`src/bsdp_pkg.sv`:
```
// Constants for the boot select and dual data pointer register bank
package bsdp_pkg;

  // Register indices; the byte address on the bus is four times the index
  localparam logic [7:0] IDX_PTR_LO   = 8'h82;
  localparam logic [7:0] IDX_PTR_HI   = 8'h83;
  localparam logic [7:0] IDX_CHIP_CTL = 8'h9F;
  localparam logic [7:0] IDX_AUX_CTL  = 8'hA2;
  localparam logic [7:0] IDX_GUARD    = 8'hC7;

  // Field positions
  localparam int CHP_SOFT_RST_BIT = 7;
  localparam int CHP_BOOT_SEL_BIT = 1;
  localparam int CHP_IAP_EN_BIT   = 0;
  localparam int AUX_FLAG2_BIT    = 3;
  localparam int AUX_ZERO_BIT     = 1;
  localparam int AUX_PSEL_BIT     = 0;
  localparam int CFG_BOOT_SRC_BIT = 7;

  // Reset values
  localparam logic [7:0]  PTR_RST_VAL   = 8'h00;
  localparam logic [15:0] PC_RST_VAL    = 16'h0000;
  localparam logic [7:0]  SP_RST_VAL    = 8'h07;
  localparam logic [7:0]  PORT_RST_VAL  = 8'hFF;
  localparam logic        BOOT_SEL_RST  = 1'b0;
  localparam logic        FLAG_RST      = 1'b0;

  // Timed access unlock keys
  localparam logic [7:0] GUARD_KEY_FIRST  = 8'hAA;
  localparam logic [7:0] GUARD_KEY_SECOND = 8'h55;

  // Timing counts in system clock cycles
  localparam int CLK_PERIOD_NS   = 5;
  localparam int GUARD_WIN_NS    = 40;
  localparam int GUARD_WIN_CYC   = (GUARD_WIN_NS + CLK_PERIOD_NS - 1) / CLK_PERIOD_NS;
  localparam int SOFT_RST_NS     = 40;
  localparam int SOFT_RST_CYC    = (SOFT_RST_NS + CLK_PERIOD_NS - 1) / CLK_PERIOD_NS;
  localparam int CNT_W           = 4;

  // Reset sequencer states, Gray order RUN -> SOFT -> HOLD
  typedef enum logic [1:0] {
    BSDP_RUN  = 2'b00,
    BSDP_SOFT = 2'b01,
    BSDP_HOLD = 2'b11
  } bsdp_rst_state_e;

endpackage

```
`src/bsdp_top.sv`:
```
// Boot select, reset state control and dual data pointer register bank
//
// Contract
// - Boot region: select 0 application, 1 loader
// - Non-software resets load inverted configuration boot bit
// - Restart region decided from select register bit
// - RAM kept except after power-on reset
// - Program counter held at 0000H during reset
// - Stack pointer set to 07H every reset
// - Peripherals and interrupts disabled after reset
// - Port latches FFH, pins input-only after reset
// - Two pointers, auxiliary bit 0 selects one
// - Inactive pointer keeps its value
// - Auxiliary bit 1 reads zero always
// - Auxiliary bit 3 is free user flag
// - Pointer byte registers present active pointer
// - Pointer bytes at 82H, 83H reset zero
// - Chip control bit 7 triggers software reset
// - Chip control writable only after unlock sequence
//
// Decided for this implementation: register access over Avalon-MM.
`timescale 1ns/1ps
module bsdp_top
  import bsdp_pkg::*;
#(
  parameter int PTR_W = 16
) (
  // Clock and reset
  input  wire logic             mclk_i,
  input  wire logic             rst_n_i,
  // Reset sources
  input  wire logic             por_i,
  input  wire logic             hw_rst_i,
  input  wire logic [7:0]       boot_cfg_i,
  // Avalon-MM slave
  input  wire logic [9:0]       avs_address,
  input  wire logic             avs_read,
  input  wire logic             avs_write,
  input  wire logic [31:0]      avs_writedata,
  input  wire logic [3:0]       avs_byteenable,
  output logic      [31:0]      avs_readdata,
  output logic                  avs_waitrequest,
  // Core state
  output logic                  core_rst_o,
  output logic                  boot_loader_o,
  output logic      [15:0]      pc_force_o,
  output logic                  sp_load_o,
  output logic      [7:0]       sp_value_o,
  output logic                  periph_off_o,
  output logic                  port_init_o,
  output logic      [7:0]       port_latch_o,
  output logic                  ram_retained_o,
  output logic                  iap_en_o,
  output logic      [PTR_W-1:0] data_ptr_o
);

  // Bus decode: the index is the word address
  function automatic logic hit(input logic [9:0] addr, input logic [7:0] idx);
    hit = (addr[9:2] == idx);
  endfunction

  bsdp_rst_state_e  state_ff;
  bsdp_rst_state_e  nxt_state;
  logic [CNT_W-1:0] soft_cnt_ff;
  logic [CNT_W-1:0] guard_cnt_ff;
  logic             guard_armed_ff;
  logic             wait_ff;
  logic [31:0]      rdata_ff;
  logic             boot_sel_ff;
  logic             iap_en_ff;
  logic             soft_req_ff;
  logic             psel_ff;
  logic             flag2_ff;
  logic             boot_ff;
  logic             in_rst_ff;
  logic             ram_ok_ff;
  logic             cfg_done_ff;
  logic             cold_ff;
  logic [PTR_W-1:0] data_ptr_ff;
  logic [15:0]      pc_ff;
  logic [7:0]       sp_ff;
  logic [7:0]       port_ff;
  logic [PTR_W-1:0] ptr_act;
  logic             req;
  logic             wr_go;
  logic             rd_go;
  logic [7:0]       wbyte;
  logic             in_reset;
  logic             guard_open;

  assign req      = avs_read | avs_write;
  assign wr_go    = avs_write & ~wait_ff & avs_byteenable[0];
  assign rd_go    = avs_read & wait_ff;
  assign wbyte    = avs_writedata[7:0];
  assign in_reset = (state_ff != BSDP_RUN);
  assign guard_open = (guard_cnt_ff != '0);

  // Reset sequencer
  always_comb begin
    nxt_state = state_ff;
    unique case (state_ff)
      BSDP_RUN: begin
        if (hw_rst_i || por_i) begin
          nxt_state = BSDP_HOLD;
        end else if (soft_req_ff) begin
          nxt_state = BSDP_SOFT;
        end
      end
      BSDP_SOFT: begin
        if (hw_rst_i || por_i) begin
          nxt_state = BSDP_HOLD;
        end else if (soft_cnt_ff == CNT_W'(SOFT_RST_CYC - 1)) begin
          nxt_state = BSDP_RUN;
        end
      end
      BSDP_HOLD: begin
        if (!hw_rst_i && !por_i && cfg_done_ff) begin
          nxt_state = BSDP_RUN;
        end
      end
      default: begin
        nxt_state = BSDP_HOLD;
      end
    endcase
  end

  always_ff @(posedge mclk_i or negedge rst_n_i) begin
    if (!rst_n_i) begin
      state_ff <= BSDP_HOLD;
    end else begin
      state_ff <= nxt_state;
    end
  end

  always_ff @(posedge mclk_i or negedge rst_n_i) begin
    if (!rst_n_i) begin
      soft_cnt_ff <= '0;
    end else if (state_ff == BSDP_SOFT) begin
      soft_cnt_ff <= soft_cnt_ff + CNT_W'(1);
    end else begin
      soft_cnt_ff <= '0;
    end
  end

  // Hold lasts one edge past the boot select load, so the restart region sees the loaded bit
  always_ff @(posedge mclk_i or negedge rst_n_i) begin
    if (!rst_n_i) begin
      cfg_done_ff <= 1'b0;
    end else begin
      cfg_done_ff <= (state_ff == BSDP_HOLD);
    end
  end

  // Avalon handshake: one wait cycle, then the answer
  always_ff @(posedge mclk_i or negedge rst_n_i) begin
    if (!rst_n_i) begin
      wait_ff <= 1'b1;
    end else if (req && wait_ff) begin
      wait_ff <= 1'b0;
    end else begin
      wait_ff <= 1'b1;
    end
  end

  // Read data, registered in the wait cycle; unmapped reads return zero
  always_ff @(posedge mclk_i or negedge rst_n_i) begin
    if (!rst_n_i) begin
      rdata_ff <= '0;
    end else if (rd_go) begin
      rdata_ff <= '0;
      if (hit(avs_address, IDX_PTR_LO)) begin
        rdata_ff[7:0] <= ptr_act[7:0];
      end else if (hit(avs_address, IDX_PTR_HI)) begin
        rdata_ff[7:0] <= ptr_act[PTR_W-1:8];
      end else if (hit(avs_address, IDX_CHIP_CTL)) begin
        rdata_ff[CHP_BOOT_SEL_BIT] <= boot_sel_ff;
        rdata_ff[CHP_IAP_EN_BIT]   <= iap_en_ff;
      end else if (hit(avs_address, IDX_AUX_CTL)) begin
        rdata_ff[AUX_FLAG2_BIT] <= flag2_ff;
        rdata_ff[AUX_ZERO_BIT]  <= 1'b0;
        rdata_ff[AUX_PSEL_BIT]  <= psel_ff;
      end
    end
  end

  // Timed access guard: first key arms, second key opens a short window
  always_ff @(posedge mclk_i or negedge rst_n_i) begin
    if (!rst_n_i) begin
      guard_armed_ff <= 1'b0;
    end else if (in_reset) begin
      guard_armed_ff <= 1'b0;
    end else if (wr_go && hit(avs_address, IDX_GUARD)) begin
      guard_armed_ff <= (wbyte == GUARD_KEY_FIRST);
    end else if (wr_go) begin
      guard_armed_ff <= 1'b0;
    end
  end

  always_ff @(posedge mclk_i or negedge rst_n_i) begin
    if (!rst_n_i) begin
      guard_cnt_ff <= '0;
    end else if (in_reset) begin
      guard_cnt_ff <= '0;
    end else if (wr_go && hit(avs_address, IDX_GUARD) && guard_armed_ff && wbyte == GUARD_KEY_SECOND) begin
      guard_cnt_ff <= CNT_W'(GUARD_WIN_CYC);
    end else if (wr_go && hit(avs_address, IDX_CHIP_CTL)) begin
      guard_cnt_ff <= '0;
    end else if (guard_open) begin
      guard_cnt_ff <= guard_cnt_ff - CNT_W'(1);
    end
  end

  // Chip control: boot select, in-application programming enable, soft reset
  always_ff @(posedge mclk_i or negedge rst_n_i) begin
    if (!rst_n_i) begin
      boot_sel_ff <= BOOT_SEL_RST;
    end else if (state_ff == BSDP_HOLD) begin
      boot_sel_ff <= ~boot_cfg_i[CFG_BOOT_SRC_BIT];
    end else if (state_ff == BSDP_RUN && wr_go && hit(avs_address, IDX_CHIP_CTL) && guard_open) begin
      boot_sel_ff <= wbyte[CHP_BOOT_SEL_BIT];
    end
    // Kept through a software reset
  end

  always_ff @(posedge mclk_i or negedge rst_n_i) begin
    if (!rst_n_i) begin
      iap_en_ff <= FLAG_RST;
    end else if (in_reset) begin
      iap_en_ff <= FLAG_RST;
    end else if (wr_go && hit(avs_address, IDX_CHIP_CTL) && guard_open) begin
      iap_en_ff <= wbyte[CHP_IAP_EN_BIT];
    end
  end

  always_ff @(posedge mclk_i or negedge rst_n_i) begin
    if (!rst_n_i) begin
      soft_req_ff <= 1'b0;
    end else if (in_reset) begin
      soft_req_ff <= 1'b0;
    end else if (wr_go && hit(avs_address, IDX_CHIP_CTL) && guard_open && wbyte[CHP_SOFT_RST_BIT]) begin
      soft_req_ff <= 1'b1;
    end
  end

  // Auxiliary control: pointer select and user flag
  always_ff @(posedge mclk_i or negedge rst_n_i) begin
    if (!rst_n_i) begin
      psel_ff  <= FLAG_RST;
      flag2_ff <= FLAG_RST;
    end else if (in_reset) begin
      psel_ff  <= FLAG_RST;
      flag2_ff <= FLAG_RST;
    end else if (wr_go && hit(avs_address, IDX_AUX_CTL)) begin
      psel_ff  <= wbyte[AUX_PSEL_BIT];
      flag2_ff <= wbyte[AUX_FLAG2_BIT];
    end
  end

  bsdp_ptr_pair #(
    .PTR_W    (PTR_W)
  ) u_ptr (
    .mclk_i   (mclk_i),
    .rst_n_i  (rst_n_i),
    .init_i   (in_reset),
    .sel_i    (psel_ff),
    .wr_lo_i  (wr_go && hit(avs_address, IDX_PTR_LO)),
    .wr_hi_i  (wr_go && hit(avs_address, IDX_PTR_HI)),
    .wdata_i  (wbyte),
    .active_o (ptr_act)
  );

  // Restart region is taken from the select register when reset ends
  always_ff @(posedge mclk_i or negedge rst_n_i) begin
    if (!rst_n_i) begin
      boot_ff <= BOOT_SEL_RST;
    end else if (in_reset) begin
      boot_ff <= boot_sel_ff;
    end
  end

  always_ff @(posedge mclk_i or negedge rst_n_i) begin
    if (!rst_n_i) begin
      in_rst_ff <= 1'b1;
    end else begin
      in_rst_ff <= (nxt_state != BSDP_RUN);
    end
  end

  // A cold start lasts until the core runs again; only later resets keep RAM
  always_ff @(posedge mclk_i or negedge rst_n_i) begin
    if (!rst_n_i) begin
      cold_ff <= 1'b1;
    end else if (por_i) begin
      cold_ff <= 1'b1;
    end else if (!in_reset) begin
      cold_ff <= 1'b0;
    end
  end

  // Active pointer registered so the output comes from a flop
  always_ff @(posedge mclk_i or negedge rst_n_i) begin
    if (!rst_n_i) begin
      data_ptr_ff <= PTR_W'({PTR_RST_VAL, PTR_RST_VAL});
    end else begin
      data_ptr_ff <= ptr_act;
    end
  end

  // Restart values for the core, held in flops like every other output
  always_ff @(posedge mclk_i or negedge rst_n_i) begin
    if (!rst_n_i) begin
      pc_ff   <= PC_RST_VAL;
      sp_ff   <= SP_RST_VAL;
      port_ff <= PORT_RST_VAL;
    end else begin
      pc_ff   <= PC_RST_VAL;
      sp_ff   <= SP_RST_VAL;
      port_ff <= PORT_RST_VAL;
    end
  end

  // RAM is only undefined after a power-on reset
  always_ff @(posedge mclk_i or negedge rst_n_i) begin
    if (!rst_n_i) begin
      ram_ok_ff <= 1'b0;
    end else if (por_i) begin
      ram_ok_ff <= 1'b0;
    end else if (in_reset && !cold_ff) begin
      ram_ok_ff <= 1'b1;
    end
  end

  assign avs_readdata    = rdata_ff;
  assign avs_waitrequest = wait_ff;
  assign core_rst_o      = in_rst_ff;
  assign boot_loader_o   = boot_ff;
  assign pc_force_o      = pc_ff;
  assign sp_load_o       = in_rst_ff;
  assign sp_value_o      = sp_ff;
  assign periph_off_o    = in_rst_ff;
  assign port_init_o     = in_rst_ff;
  assign port_latch_o    = port_ff;
  assign ram_retained_o  = ram_ok_ff;
  assign iap_en_o        = iap_en_ff;
  assign data_ptr_o      = data_ptr_ff;

endmodule // bsdp_top

```
`src/bsdp_ptr_pair.sv`:
```
// Two independent 16-bit data pointers with byte access steered by the select bit
`timescale 1ns/1ps
module bsdp_ptr_pair
  import bsdp_pkg::*;
#(
  parameter int PTR_W = 16
) (
  // Clock and reset
  input  wire logic             mclk_i,
  input  wire logic             rst_n_i,
  input  wire logic             init_i,
  // Access
  input  wire logic             sel_i,
  input  wire logic             wr_lo_i,
  input  wire logic             wr_hi_i,
  input  wire logic [7:0]       wdata_i,
  output logic      [PTR_W-1:0] active_o
);

  logic [PTR_W-1:0] ptr_ff [2];

  genvar g;
  generate
    for (g = 0; g < 2; g++) begin : g_ptr
      always_ff @(posedge mclk_i or negedge rst_n_i) begin
        if (!rst_n_i) begin
          ptr_ff[g] <= PTR_W'({PTR_RST_VAL, PTR_RST_VAL});
        end else if (init_i) begin
          ptr_ff[g] <= PTR_W'({PTR_RST_VAL, PTR_RST_VAL});
        end else if (sel_i == 1'(g)) begin
          if (wr_lo_i) begin
            ptr_ff[g][7:0] <= wdata_i;
          end
          if (wr_hi_i) begin
            ptr_ff[g][PTR_W-1:8] <= wdata_i;
          end
        end
        // The unselected pointer holds its value
      end
    end
  endgenerate

  assign active_o = ptr_ff[sel_i];

endmodule // bsdp_ptr_pair

```
`config.mk`:
```
export PLATFORM = sky130hd
export DESIGN_NAME = bsdp_top
export DESIGN_NICKNAME = d
export VERILOG_FILES = /design/src/bsdp_pkg.sv /design/src/bsdp_top.sv /design/src/bsdp_ptr_pair.sv
export SDC_FILE = /design/constraint.sdc
export NUM_CORES = 1
export LEC_CHECK = 0
export ABC_AREA = 1
export BUFFER_PORTS_ARGS = -buffer_cell sky130_fd_sc_hd__buf_2
export CORE_UTILIZATION = 40
export CTS_CLUSTER_SIZE = 40
export DETAILED_ROUTE_END_ITERATION = 7
export HOLD_SLACK_MARGIN = 0.12
export MAX_ROUTING_LAYER = met4
export PLACE_DENSITY = 0.72
export SETUP_SLACK_MARGIN = 0.5
export SYNTH_ARGS = -nofsm -noshare
export SYNTH_HDL_FRONTEND = slang
export SYNTH_HIERARCHICAL = 1
export SYNTH_SLANG_ARGS = --single-unit
```
`constraint.sdc`:
```
create_clock -name mclk_i -period 1.8 [get_ports mclk_i]
set_clock_uncertainty 0.1 [all_clocks]
set_input_delay 0.36 -clock mclk_i [delete_from_list [all_inputs] [get_ports mclk_i]]
set_output_delay 0.36 -clock mclk_i [all_outputs]
set_load 0.02 [all_outputs]
```
After elaboration in Yosys (flattened, before gate mapping)
Cells that the tools add are included.
{ "totals": {"register_bits": 78, "inputBits": 60} }
{ "op_classes": {"n_addsub": 2, "n_lt_le_gt_ge": 1, "eq_ne": 12, "mux": 47, "n_bitwise": 7, "n_reduce_logical": 38} }
{ "op_table": {"columns": ["cell", "n"], "rows": [
  ["16-bit two-way mux", 7],
  ["8-bit == test, second input constant", 6],
  ["4-bit two-way mux", 6],
  ["8-bit two-way mux", 3],
  ["1-bit two-way mux", 23],
  ["2-bit nonzero test", 10],
  ["1-bit logical AND", 16],
  ["2-bit two-way mux", 7],
  ["8-bit by 7-bit == test with 1-bit output, second input constant", 1],
  ["2-bit AND reduction", 4],
  ["4-bit nonzero test", 2],
  ["2-bit case mux with 3 select lines", 1],
  ["4-bit by 1-bit adder with 4-bit output, second input constant", 1],
  ["4-bit by 3-bit == test with 1-bit output, second input constant", 1],
  ["4-bit by 1-bit subtractor with 4-bit output, second input constant", 1],
  ["1-bit AND", 3],
  ["1-bit zero test", 3],
  ["3-bit nonzero test", 1],
  ["2-bit by 1-bit == test with 1-bit output, second input constant", 1],
  ["2-bit == test, second input constant", 1],
  ["2-bit >= comparator, second input constant", 1],
  ["2-bit zero test", 1],
  ["2-bit by 1-bit inequality test with 1-bit output, second input constant", 1],
  ["2-bit inequality test, second input constant", 1],
  ["4 further kinds", 5]
]} }

Logic depth before layout (Yosys ltp)
Gate-level depths: netlist (run 1).
{ "logic_depth": {"word_depth": 8, "mapped_depth": 11, "ltp_nobuf": 10} }

By module
The synthesis (run 1) kept the hierarchy.
{ "modules_own_cells": {"columns": ["mod", "instances", "cells_per_inst", "area_each_um2", "seq_area_each_um2"], "rows": [
  ["bsdp_top", 1, 307, 2555.0, 1157.4],
  ["bsdp_ptr_pair", 1, 201, 1545.2, 800.8]
]} }

Worst setup path before layout (run 1)
No wires, ideal clock.
{ "synth_path": {"path_type": "input to register", "from": "input avs_address[8]", "to": "register u_ptr/ptr_ff[20] (netlist name)", "setup_time_ps": 117, "t_arrival_ps": 1334, "slack_ps": 249, "path_stages": 11, "path_buffers": 1, "path_cell_list": "inv_1 > nand2_2 > nor2_4 > nand3_1 > nor2_1 > buf_2 > inv_1 > nand2_1 > nand2_1 > nand2_1 > nand2_1"} }
{ "synth_between": {"elab_chain_len": 4} }
{ "synth_rtl": {"columns": ["item", "line", "text"], "rows": [
  ["start, declared", "bsdp_top.sv:36", "input wire logic [9:0] avs_address,"],
  ["8-bit == test", "bsdp_top.sv:59", "hit = (addr[9:2] == idx);"],
  ["1-bit logical AND", "bsdp_top.sv:266", ".wr_lo_i (wr_go && hit(avs_address, IDX_PTR_LO)),"],
  ["2-bit nonzero test (no line)", null, null],
  ["2-bit AND reduction (no line)", null, null],
  ["end signal, assigned by index", "bsdp_ptr_pair.sv:27", "ptr_ff[g] <= PTR_W'({PTR_RST_VAL, PTR_RST_VAL});"],
  ["end signal, assigned by index", "bsdp_ptr_pair.sv:29", "ptr_ff[g] <= PTR_W'({PTR_RST_VAL, PTR_RST_VAL});"],
  ["end signal, assigned by index", "bsdp_ptr_pair.sv:32", "ptr_ff[g][7:0] <= wdata_i;"],
  ["end, declared", "bsdp_ptr_pair.sv:20", "logic [PTR_W-1:0] ptr_ff [2];"]
]} }
No other way between the ends.
A chain may end at the register's enable or synchronous reset.

Worst setup path after layout (run 1)
{ "layout_path": {"from": "register wait_ff (netlist: avs_waitrequest)", "to": "register u_ptr/ptr_ff[15] (netlist name)"} }
{ "layout_between": {"elab_chain_len": 6} }
{ "layout_rtl": {"columns": ["item", "line", "text"], "rows": [
  ["start, declared", "bsdp_top.sv:67", "logic wait_ff;"],
  ["start signal, assigned", "bsdp_top.sv:157", "wait_ff <= 1'b1;"],
  ["start signal, assigned", "bsdp_top.sv:159", "wait_ff <= 1'b0;"],
  ["start signal, assigned", "bsdp_top.sv:161", "wait_ff <= 1'b1;"],
  ["1-bit NOT", "bsdp_top.sv:92", "assign wr_go = avs_write & ~wait_ff & avs_byteenable[0];"],
  ["1-bit AND (2 in a row)", "bsdp_top.sv:92", null],
  ["1-bit logical AND", "bsdp_top.sv:267", ".wr_hi_i (wr_go && hit(avs_address, IDX_PTR_HI)),"],
  ["2-bit nonzero test (no line)", null, null],
  ["2-bit AND reduction (no line)", null, null]
]} }
No other way between the ends.

==> results of run 1 <==
## final cells by class
cell class | instances | area [sq um]
fill | 715 | 3990
inverter | 34 | 188
timing repair inverter | 1 | 11.3
multi-input combinational | 376 | 2200
sequential | 78 | 1960
timing repair buffer | 114 | 1160
clock inverter | 7 | 63.8
tap | 133 | 166
clock buffer | 9 | 124
## state kept, by name, summed over array words and instances (netlist names), 2 cells and up
signal	count
guard_cnt_ff	4
data_ptr_o	16
u_ptr/ptr_ff	32
soft_cnt_ff	4
state_ff	2
avs_readdata	8
## timing repair
| item | CTS | global route |
|---|---|---|
| resized for setup | 123 | 107 |
| endpoints found under the hold margin | 76 | 0 |
| gates cloned | 6 | 1 |
| pin swaps | 24 | 58 |
| hold buffers | 4 | 0 |
| buffers inserted | 20 | 18 |
| setup endpoints to repair | 80 | 86 |
## kinds of logic (layout without fill, tap and decap cells)
logic type,count (synthesis),after routing
compound gates,27,27
flops,78,78
xor+xnor,1,1
simple gates,289,289
fa+ha+maj,3,3
other cells,2,56
buf+inv,108,165
## synth_stat cells, drive strengths merged, types with 2 or more instances
cell type | number | share of area
a21oi | 11 | 0.015
buf | 74 | 0.13
dfstp | 5 | 0.032
conb | 2 | 0.0018
nor2 | 29 | 0.036
nand4 | 35 | 0.053
ha | 3 | 0.0092
nand3 | 23 | 0.032
inv | 33 | 0.030
dfrtp | 73 | 0.45
nor3 | 4 | 0.0049
nand2 | 194 | 0.18
o21ai | 15 | 0.018
nand3b | 2 | 0.0037
## critical path, delay by kind of cell (launching register included)
| family | cells | cell delay, ns |
|---|---|---|
| flip-flops | 1 | 0.59 |
| AND/OR/NAND/NOR | 4 | 0.32 |
| AO/OA/AOI/OAI | 1 | 0.29 |
| buffers and inverters | 2 | 0.24 |
## per-layer routing
metal / wire length (microns) / track usage / vias to the layer above / share of wire
met2: 6580 / 0.367 / 233 / 0.54
li1: - / - / 1718 / -
met5: 0 / - / - / 0
met4: 513 / 0.122 / 0 / 0.042
met3: 760 / 0.0309 / 53 / 0.063
met1: 4280 / 0.223 / 1867 / 0.35
## final timing paths
| kind | endpoint | slack, ns | startpoint | depth (start not counted) |
|---|---|---|---|---|
| hold / removal | boot_sel_ff$_DFFE_PN0P_ | 0.18 | boot_cfg_i[7] | 4 |
| hold reg to reg | soft_cnt_ff[0]$_DFF_PN0_ | 0.37 | soft_cnt_ff[0]$_DFF_PN0_ | 1 |
| min in group asynchronous | cfg_done_ff$_DFF_PN0_ | 0.43 | rst_n_i | 3 |
| max in group asynchronous | avs_waitrequest$_DFF_PN1_ | 0.80 | rst_n_i | 3 |
| setup reg to reg | u_ptr/ptr_ff[15]$_DFFE_PN0P_ | 0.20 | avs_waitrequest$_DFF_PN1_ | 7 |
| setup / recovery | u_ptr/ptr_ff[15]$_DFFE_PN0P_ | 0.20 | avs_waitrequest$_DFF_PN1_ | 7 |
## through the flow
step / cells / hold WS, ns / utilization / instance area (sq um)
after floorplan: 562 / -0.0356 / - / 4400
after global placement: 687 / 0.322 / 0.445 / 4390
after detailed placement: 687 / 0.325 / 0.445 / 4390
after CTS: 733 / 0.177 / 0.540 / 5330
after global routing: 752 / 0.203 / 0.595 / 5870
final: 752 / 0.180 / 0.595 / 5870
## power by group
group / leakage [nW] / internal (W) / switching [W]
Combinational: 2.00 / 0.000386 / 0.000694
Clock: 0.0903 / 0.000531 / 0.000766
Sequential: 1.06 / 0.00185 / 0.0000629
Total: 3.15 / 0.00277 / 0.00152
==> impl_metrics.yaml, run 1 <==
status:
  status: "complete, no violations"
global_routing:
  grt_pass1_wl_microns: 16300
  globalRouteTotalUtil: 0.208
  antenna_found_initial: 0
  grt-ovfl-total: 0
  grt_max_degree: 79
  grt_pass1_vias: 3457
logic_synthesis:
  synth_enable_flop_cells: 0
  syn_avg_cell_area_sq_um: 8.07
  synth_fa_ha_area_frac: 0.00915
  dominantRegCellSynth: "dfrtp_1"
  ys_types: 28
  synth_top_family_by_area: "simple AND/OR/NAND/NOR gates"
  synth.cell_area_sq_um: 4100
  synth_seq_cells: 78
  synthXorXnorAreaFrac: 0.00214
  synthCells: 508
  synth_compound_area_frac: 0.0354
  async_flop_share: 1.00
  synthMuxAreaShare: 0
  yosys_warnings: 6
  seq_area_frac_synth: 0.478
  synth_simple_gate_area_frac: 0.315
pwr:
  p_per_area_nw_per_um2: 731
  max-vdd-ir-drop_uv: 390
  power_leakage_nw: 3.15
  total_power_w: 0.00429
routing:
  drcViolationCount: 0
  ant_nets: 0
  avgViaCountPerCell: 5.15
  dr.pass1.iters: 5
  routed_wl_microns: 12100
  drt_iter0_drc: 255
  wire_per_inst_microns: 16.1
  via_count: 3871
die:
  fp.coreArea_sq_um: 9860
  die_w_microns: 103
  io_pins: 148
  die_y_microns: 103
  die_area_sq_um: 10700
  rows: 36
  initial_core_util: 0.416
setup_path:
  crit_type: "flip-flop to flip-flop"
  cp_slowest_cell: "dfstp_2"
  cp_cell_sequence: "nor2_4, inv_2, nor2_2, buf_6, a21oi_4, nand2_1, nand2_1"
  endpoint_kind: "flip-flop"
  critPathRequiredTime_ns: 2.02
  slowest_delay_ns: 0.59
  cp-start-kind: "flip-flop"
  cpMostUsedCell: "nand2_1"
  cp_max_fo: 8
  cp_data_arrival_time_ns: 1.82
clocking:
  cts-root-buf: "clkbuf_8"
  cts_buffer_depth: 2
  cts_buffers: 9
  clk_pin_slew_ns: 0.09
  cts_tree: "yes"
  cts_sinks: 78
  clk_latency_ns: 0.37
  h-tree-depth: 3
timing:
  setup_viol: 0
  fin_crit_ns: 1.60
  slew_viol_final: 0
  rsz0062_at_grt: "true"
  fin_crit_sh: 0.891
  hold_violations: 0
  tns_ns: 0
  fmax_mhz: 624
  timing.final.ws_setup_ns: 0.196
placed_design:
  dp_hpwl_microns: 5990
  io_buffers: 55
  dp_worst_setup_slack_ns: 0.0247
  gp_congestion: 0.781
cells_and_area:
  drive_gt1_frac: 0.435
  layout_commonest_cell: "nand2_1"
  layout_common_cells: "118 x nand2_1, 72 x dfrtp_1, 56 x conb_1"
  area_growth_pct: 43.2
  num-nets-final: 677
  antenna_cells: 0
worst_hold_path:
  worstHoldPathType: "input port to flip-flop"
job:
  cap_violations: 0
No activity file was read; power rests on OpenSTA's default activity.
==> run 2: changes to the inputs <==
--- a/config.mk
+++ b/config.mk
@@ -6,13 +6,14 @@
 export NUM_CORES = 1
 export LEC_CHECK = 0
 export ABC_AREA = 1
-export BUFFER_PORTS_ARGS = -buffer_cell sky130_fd_sc_hd__buf_2
+export CORE_MARGIN = 4
 export CORE_UTILIZATION = 40
 export CTS_CLUSTER_SIZE = 40
 export DETAILED_ROUTE_END_ITERATION = 7
+export DONT_BUFFER_PORTS = 1
 export HOLD_SLACK_MARGIN = 0.12
 export MAX_ROUTING_LAYER = met4
-export PLACE_DENSITY = 0.72
+export PLACE_DENSITY = 0.59
 export SETUP_SLACK_MARGIN = 0.5
 export SYNTH_ARGS = -nofsm -noshare
 export SYNTH_HDL_FRONTEND = slang
==> run 2 against run 1 <==
Critical endpoint is now u_ptr/ptr_ff[2]$_DFFE_PN0P_. Register-to-register slack improved by 0.04 ns. Flip-flop and latch count stayed put. Power shrank 4.8%. The flow now finishes with violations (hold timing). Critical path type unchanged. Hold slack got worse by 0.58 ns. Clock-buffer cell count increased by 2. Core utilization shrank 6.4 points.
==> impl_metrics.yaml, run 2 (same netlist as run 1, synthesis figures left out) <==
status:
  status: "finished, violations left"
  violations: "hold timing"
cells_and_area:
  fin_cells: 690
  area_growth_pct: 27.8
  final_cell_area_sq_um: 5240
  top_register: "u_ptr/ptr_ff"
  num-nets-final: 615
  largest_register_ffs: 32
  antenna_cells: 0
  layout_commonest_cell: "nand2_1"
  layout_common_cells: "126 x nand2_1, 64 x dfrtp_1, 56 x conb_1"
  drive_gt1_frac: 0.339
timing:
  rsz0062_at_grt: "true"
  slew_viol_final: 0
  fin_crit_sh: 0.870
  tns_ns: 0
  setup_viol: 0
  whs_ns: -0.402
  fmax_mhz: 639
  fin_crit_ns: 1.57
  hold_violations: 78
setup_path:
  r2r_setup_slack_ns: 0.23
  critPathRequiredTime_ns: 1.99
  cp_max_fo: 8
  crit_type: "flip-flop to flip-flop"
  cp_slowest_cell: "dfstp_2"
  critPathTopFamily: "flip-flops"
  cpMostUsedCell: "nand2_1"
  cp_num_buf_inv: 2
  endpoint_kind: "flip-flop"
  cp_cell_sequence: "nor2_4, inv_2, nor2_2, buf_6, a21oi_4, nand2_1, nand2_1"
  slowest_delay_ns: 0.66
  cp-start-kind: "flip-flop"
  cp_data_arrival_time_ns: 1.75
global_routing:
  grt_max_degree: 79
  antenna_found_initial: 0
  grt-ovfl-total: 0
  globalRouteTotalUtil: 0.186
  grt_pass1_vias: 3396
  grt_pass1_wl_microns: 16700
die:
  io_pins: 148
  rows: 36
  fp.coreArea_sq_um: 9860
  initial_core_util: 0.416
  die_w_microns: 109
  die_y_microns: 109
  die_area_sq_um: 11900
clocking:
  h-tree-depth: 3
  ctsHoldBuffers: 12
  cts-root-buf: "clkbuf_8"
  clk_pin_slew_ns: 0.08
  cts_buffers: 9
  cts_buffer_depth: 2
  cts_tree: "yes"
  cts_sinks: 78
  clk_latency_ns: 0.35
pwr:
  total_power_w: 0.00409
  p_per_area_nw_per_um2: 780
  power_leakage_nw: 2.79
  max-vdd-ir-drop_uv: 378
placed_design:
  io_buffers: 0
  dp.cells: 630
  place_area_sq_um: 4100
  dp_hpwl_microns: 6360
  gp_congestion: 0.821
routing:
  routed_wl_microns: 10500
  drcViolationCount: 0
  dr.pass1.iters: 4
  avgViaCountPerCell: 4.94
  wire_per_inst_microns: 15.3
  ant_nets: 0
  drt_iter0_drc: 247
  via_count: 3406
worst_hold_path:
  worstHoldPathType: "input port to async pin"
job:
  cap_violations: 0
## run 2: metal layers
| metal | track usage | up-vias | wire (microns) |
|---|---|---|---|
| met4 | 0.0766 | 0 | 220 |
| met2 | 0.302 | 123 | 5290 |
| met1 | 0.225 | 1674 | 4230 |
| met3 | 0.0379 | 17 | 791 |
| li1 | - | 1592 | - |
| met5 | - | - | 0 |
## run 2: final timing paths
kind / startpoint / end / cells past startpoint
min in group mclk_i: avs_writedata[1] / boot_sel_ff$_DFFE_PN0P_ / 4
worst min-delay path: rst_n_i / avs_readdata[6]$_DFFE_PN0P_ / 0
worst max-delay path: avs_waitrequest$_DFF_PN1_ / u_ptr/ptr_ff[2]$_DFFE_PN0P_ / 7
max in group asynchronous: rst_n_i / cold_ff$_DFFE_PN1P_ / 0
worst max register to register: avs_waitrequest$_DFF_PN1_ / u_ptr/ptr_ff[2]$_DFFE_PN0P_ / 7
worst min register to register: soft_cnt_ff[0]$_DFF_PN0_ / soft_cnt_ff[0]$_DFF_PN0_ / 1
## run 2: area by class of cell
class                      count  area [sq um]
clock inverter                 5          58.8
clock buffer                  11           141
tap                          133           166
timing repair inverter         2          20.0
sequential                    78          1970
fill                         913          4620
multi-input combinational    376          2100
inverter                      34           166
timing repair buffer          51           611
## run 2: worst reg2reg max path, stage by stage, from the launching register on
cell     delay (ns)
dfstp_2        0.66
nor2_4         0.06
inv_2          0.09
nor2_2         0.05
buf_6          0.12
a21oi_4        0.25
nand2_1        0.10
nand2_1        0.08
## run 2: timing repair
item	CTS	global route
gates cloned	6	0
pin swaps	37	38
gates resized for setup	77	67
endpoints found under the setup margin	56	63
setup buffers	20	6
hold endpoints to repair	119	78
## run 2: per-stage QoR
step | util | setup WS [ns]
floorplan | - | 0.365
global placement | 0.416 | 0.0997
detailed placement | 0.416 | 0.0835
CTS | 0.504 | 0.227
global route | 0.531 | 0.153
finish | 0.531 | 0.234
## run 2: report_power, final
part	switching (W)	internal, W
Clock	0.000646	0.000679
Sequential	0.000134	0.00186
Combinational	0.000509	0.000254
Total	0.00129	0.00280
==> run 3: changes to the inputs <==
--- a/config.mk
+++ b/config.mk
@@ -5,7 +5,6 @@
 export SDC_FILE = /design/constraint.sdc
 export NUM_CORES = 1
 export LEC_CHECK = 0
-export ABC_AREA = 1
 export CORE_MARGIN = 4
 export CORE_UTILIZATION = 40
 export CTS_CLUSTER_SIZE = 40
==> run 3 against run 2 <==
The run still ends with hold timing left. Global-route usage is 2.5 points lower. Register-to-register slack got worse by 0.03 ns. Wire length shrank 15%. Sequential share of layout area rose by 2.3 points.
==> impl_metrics.yaml, run 3 <==
die:
  fp.coreArea_sq_um: 9820
  die_y_microns: 109
  rows: 36
  die_area_sq_um: 11800
  die_w_microns: 109
  io_pins: 148
  initial_core_util: 0.413
setup_path:
  cp-start-kind: "flip-flop"
  crit_type: "flip-flop to flip-flop"
  critPathRequiredTime_ns: 1.93
  slowest_delay_ns: 0.46
  cp_data_arrival_time_ns: 1.73
  cp_cell_sequence: "mux2_4, a22o_1, a221oi_2, nor3_1"
  endpoint_kind: "flip-flop"
  startpoint: "psel_ff$_DFFE_PN0P_"
  cp_slowest_cell: "dfrtp_2"
  worstReg2RegStart: "psel_ff$_DFFE_PN0P_"
  cp_max_fo: 4
placed_design:
  dp_hpwl_microns: 6010
  gp_congestion: 0.837
  io_buffers: 0
  dp.cells: 500
clocking:
  cts-root-buf: "clkbuf_8"
  cts_tree: "yes"
  clk_latency_ns: 0.36
  cts_sinks: 78
  ctsHoldBuffers: 15
  clk_pin_slew_ns: 0.07
  cts_buffers: 9
  h-tree-depth: 3
  cts_buffer_depth: 2
job:
  cap_violations: 0
logic_synthesis:
  ys_types: 51
  yosys.area.top_type: "dfrtp_1"
  synth_enable_flop_cells: 0
  ys_top_cells_by_count: "73 x dfrtp_1, 60 x buf_4, 47 x nand2b_1"
  yosysMostFrequentCell: "dfrtp_1"
  seq_area_frac_synth: 0.483
  yosys_warnings: 6
  synth_seq_cells: 78
  synth_area_leaders: "dfrtp_1 45%, buf_4 11%, mux2i_1 9.1%"
  synth.cell_area_sq_um: 4060
  synth_top_area_share: 0.450
  syn_avg_cell_area_sq_um: 10.9
  async_flop_share: 1.00
  synthCells: 371
  dominantRegCellSynth: "dfrtp_1"
routing:
  routed_wl_microns: 8930
  avgViaCountPerCell: 4.77
  drcViolationCount: 0
  wire_per_inst_microns: 16.3
  dr.pass1.iters: 4
  ant_nets: 0
  drt_iter0_drc: 91
  via_count: 2616
timing:
  fmax_mhz: 628
  hold_violations: 78
  fin_crit_sh: 0.885
  fin_crit_ns: 1.59
  setup_viol: 0
  whs_ns: -0.405
  tns_ns: 0
  rsz0062_at_grt: "true"
  slew_viol_final: 0
cells_and_area:
  area_growth_pct: 22.4
  largest_register_ffs: 32
  fin_cells: 548
  top_register: "u_ptr/ptr_ff"
  antenna_cells: 0
  num-nets-final: 473
  drive_gt1_frac: 0.337
  layout_common_cells: "56 x conb_1, 56 x dfrtp_1, 37 x mux2i_1"
global_routing:
  grt_pass1_vias: 2638
  grt_pass1_wl_microns: 13900
  antenna_found_initial: 0
  grt_max_degree: 79
  globalRouteTotalUtil: 0.160
  grt-ovfl-total: 0
pwr:
  power_leakage_nw: 2.40
  total_power_w: 0.00327
  max-vdd-ir-drop_uv: 302
  p_per_area_nw_per_um2: 658
status:
  violations: "hold timing"
  status: "finished, violations left"
worst_hold_path:
  worstHoldPathType: "input port to async pin"
-- run 3: changes by cell type after synthesis, sizes merged, moves of 8 or more --
cell and delta:
buf -10, clkbuf +8, inv -27, mux2 +18
mux2i +37, nand2 -180, nand2b +47, nand3 -17
nand4 -34, nor2 -8, o21ai -8
-- run 3: path summary, 6_finish.rpt --
check	end	depth (start not counted)	slack, ns
worst max-delay path	avs_readdata[0]$_DFFE_PN0P_	4	0.21
worst min-delay path	data_ptr_o[1]$_DFF_PN0_	0	-0.40
worst max register to register	avs_readdata[0]$_DFFE_PN0P_	4	0.21
worst min register to register	soft_cnt_ff[0]$_DFF_PN0_	1	0.36
max in group asynchronous	avs_waitrequest$_DFF_PN1_	0	1.79
min in group mclk_i	avs_readdata[0]$_DFFE_PN0P_	2	0.14
-- run 3: routing by layer --
metal  GRT usage  share of wire  up-vias
met2       0.259           0.51       80
met5           -              0        -
met4      0.0712          0.025        0
met1       0.194           0.41     1298
li1            -              -     1220
met3      0.0355          0.051       18
-- run 3: cell type report --
type	instances	area, sq um
Fill cell	881	4860
Multi-Input combinational cell	269	2120
Sequential cell	78	1980
Timing Repair Buffer	46	507
Tap cell	133	166
Clock buffer	12	135
Clock inverter	4	23.8
Inverter	6	22.5
-- run 3: kinds of logic (layout without fill, tap and decap cells) --
family | count (synthesis) | count (layout) | share of synthesized area
fa+ha+maj | 3 | 3 | 0.00926
xor+xnor | 3 | 3 | 0.00648
flops | 78 | 78 | 0.483
compound gates | 32 | 32 | 0.0525
buf+inv | 78 | 68 | 0.131
other cells | 2 | 56 | 0.00185
simple gates | 120 | 120 | 0.175
mux | 55 | 55 | 0.141
-- run 3: power by group --
group	total (W)	switching (W)	internal, W
Clock	0.00112	0.000625	0.000498
Sequential	0.00184	0.0000471	0.00179
Combinational	0.000307	0.000197	0.000110
-- run 3: repair_timing --
action	4_1_cts	5_1_grt
pin swaps	13	4
buffers inserted	13	3
hold endpoints to repair	124	78
setup endpoints to repair	73	82
resized for setup	46	25
gates cloned	1	0
-- run 3: worst max-delay path, delay by kind of cell, from the launching register on --
| kind | cells | cell delay (ns) |
|---|---|---|
| AOI/OAI and AO/OA | 2 | 0.50 |
| DFF | 1 | 0.46 |
| muxes | 1 | 0.33 |
| and+or+nand+nor | 1 | 0.08 |
-- run 3: metrics by stage --
stage	util	area (sq um)	hold slack [ns]	setup WS [ns]
after floorplan	-	4510	-0.0356	0.0941
after global placement	0.429	4210	-0.0339	0.0577
after detailed placement	0.429	4210	-0.0343	0.0626
after CTS	0.494	4850	-0.434	0.212
after global routing	0.505	4960	-0.437	0.148
final	0.505	4960	-0.405	0.207
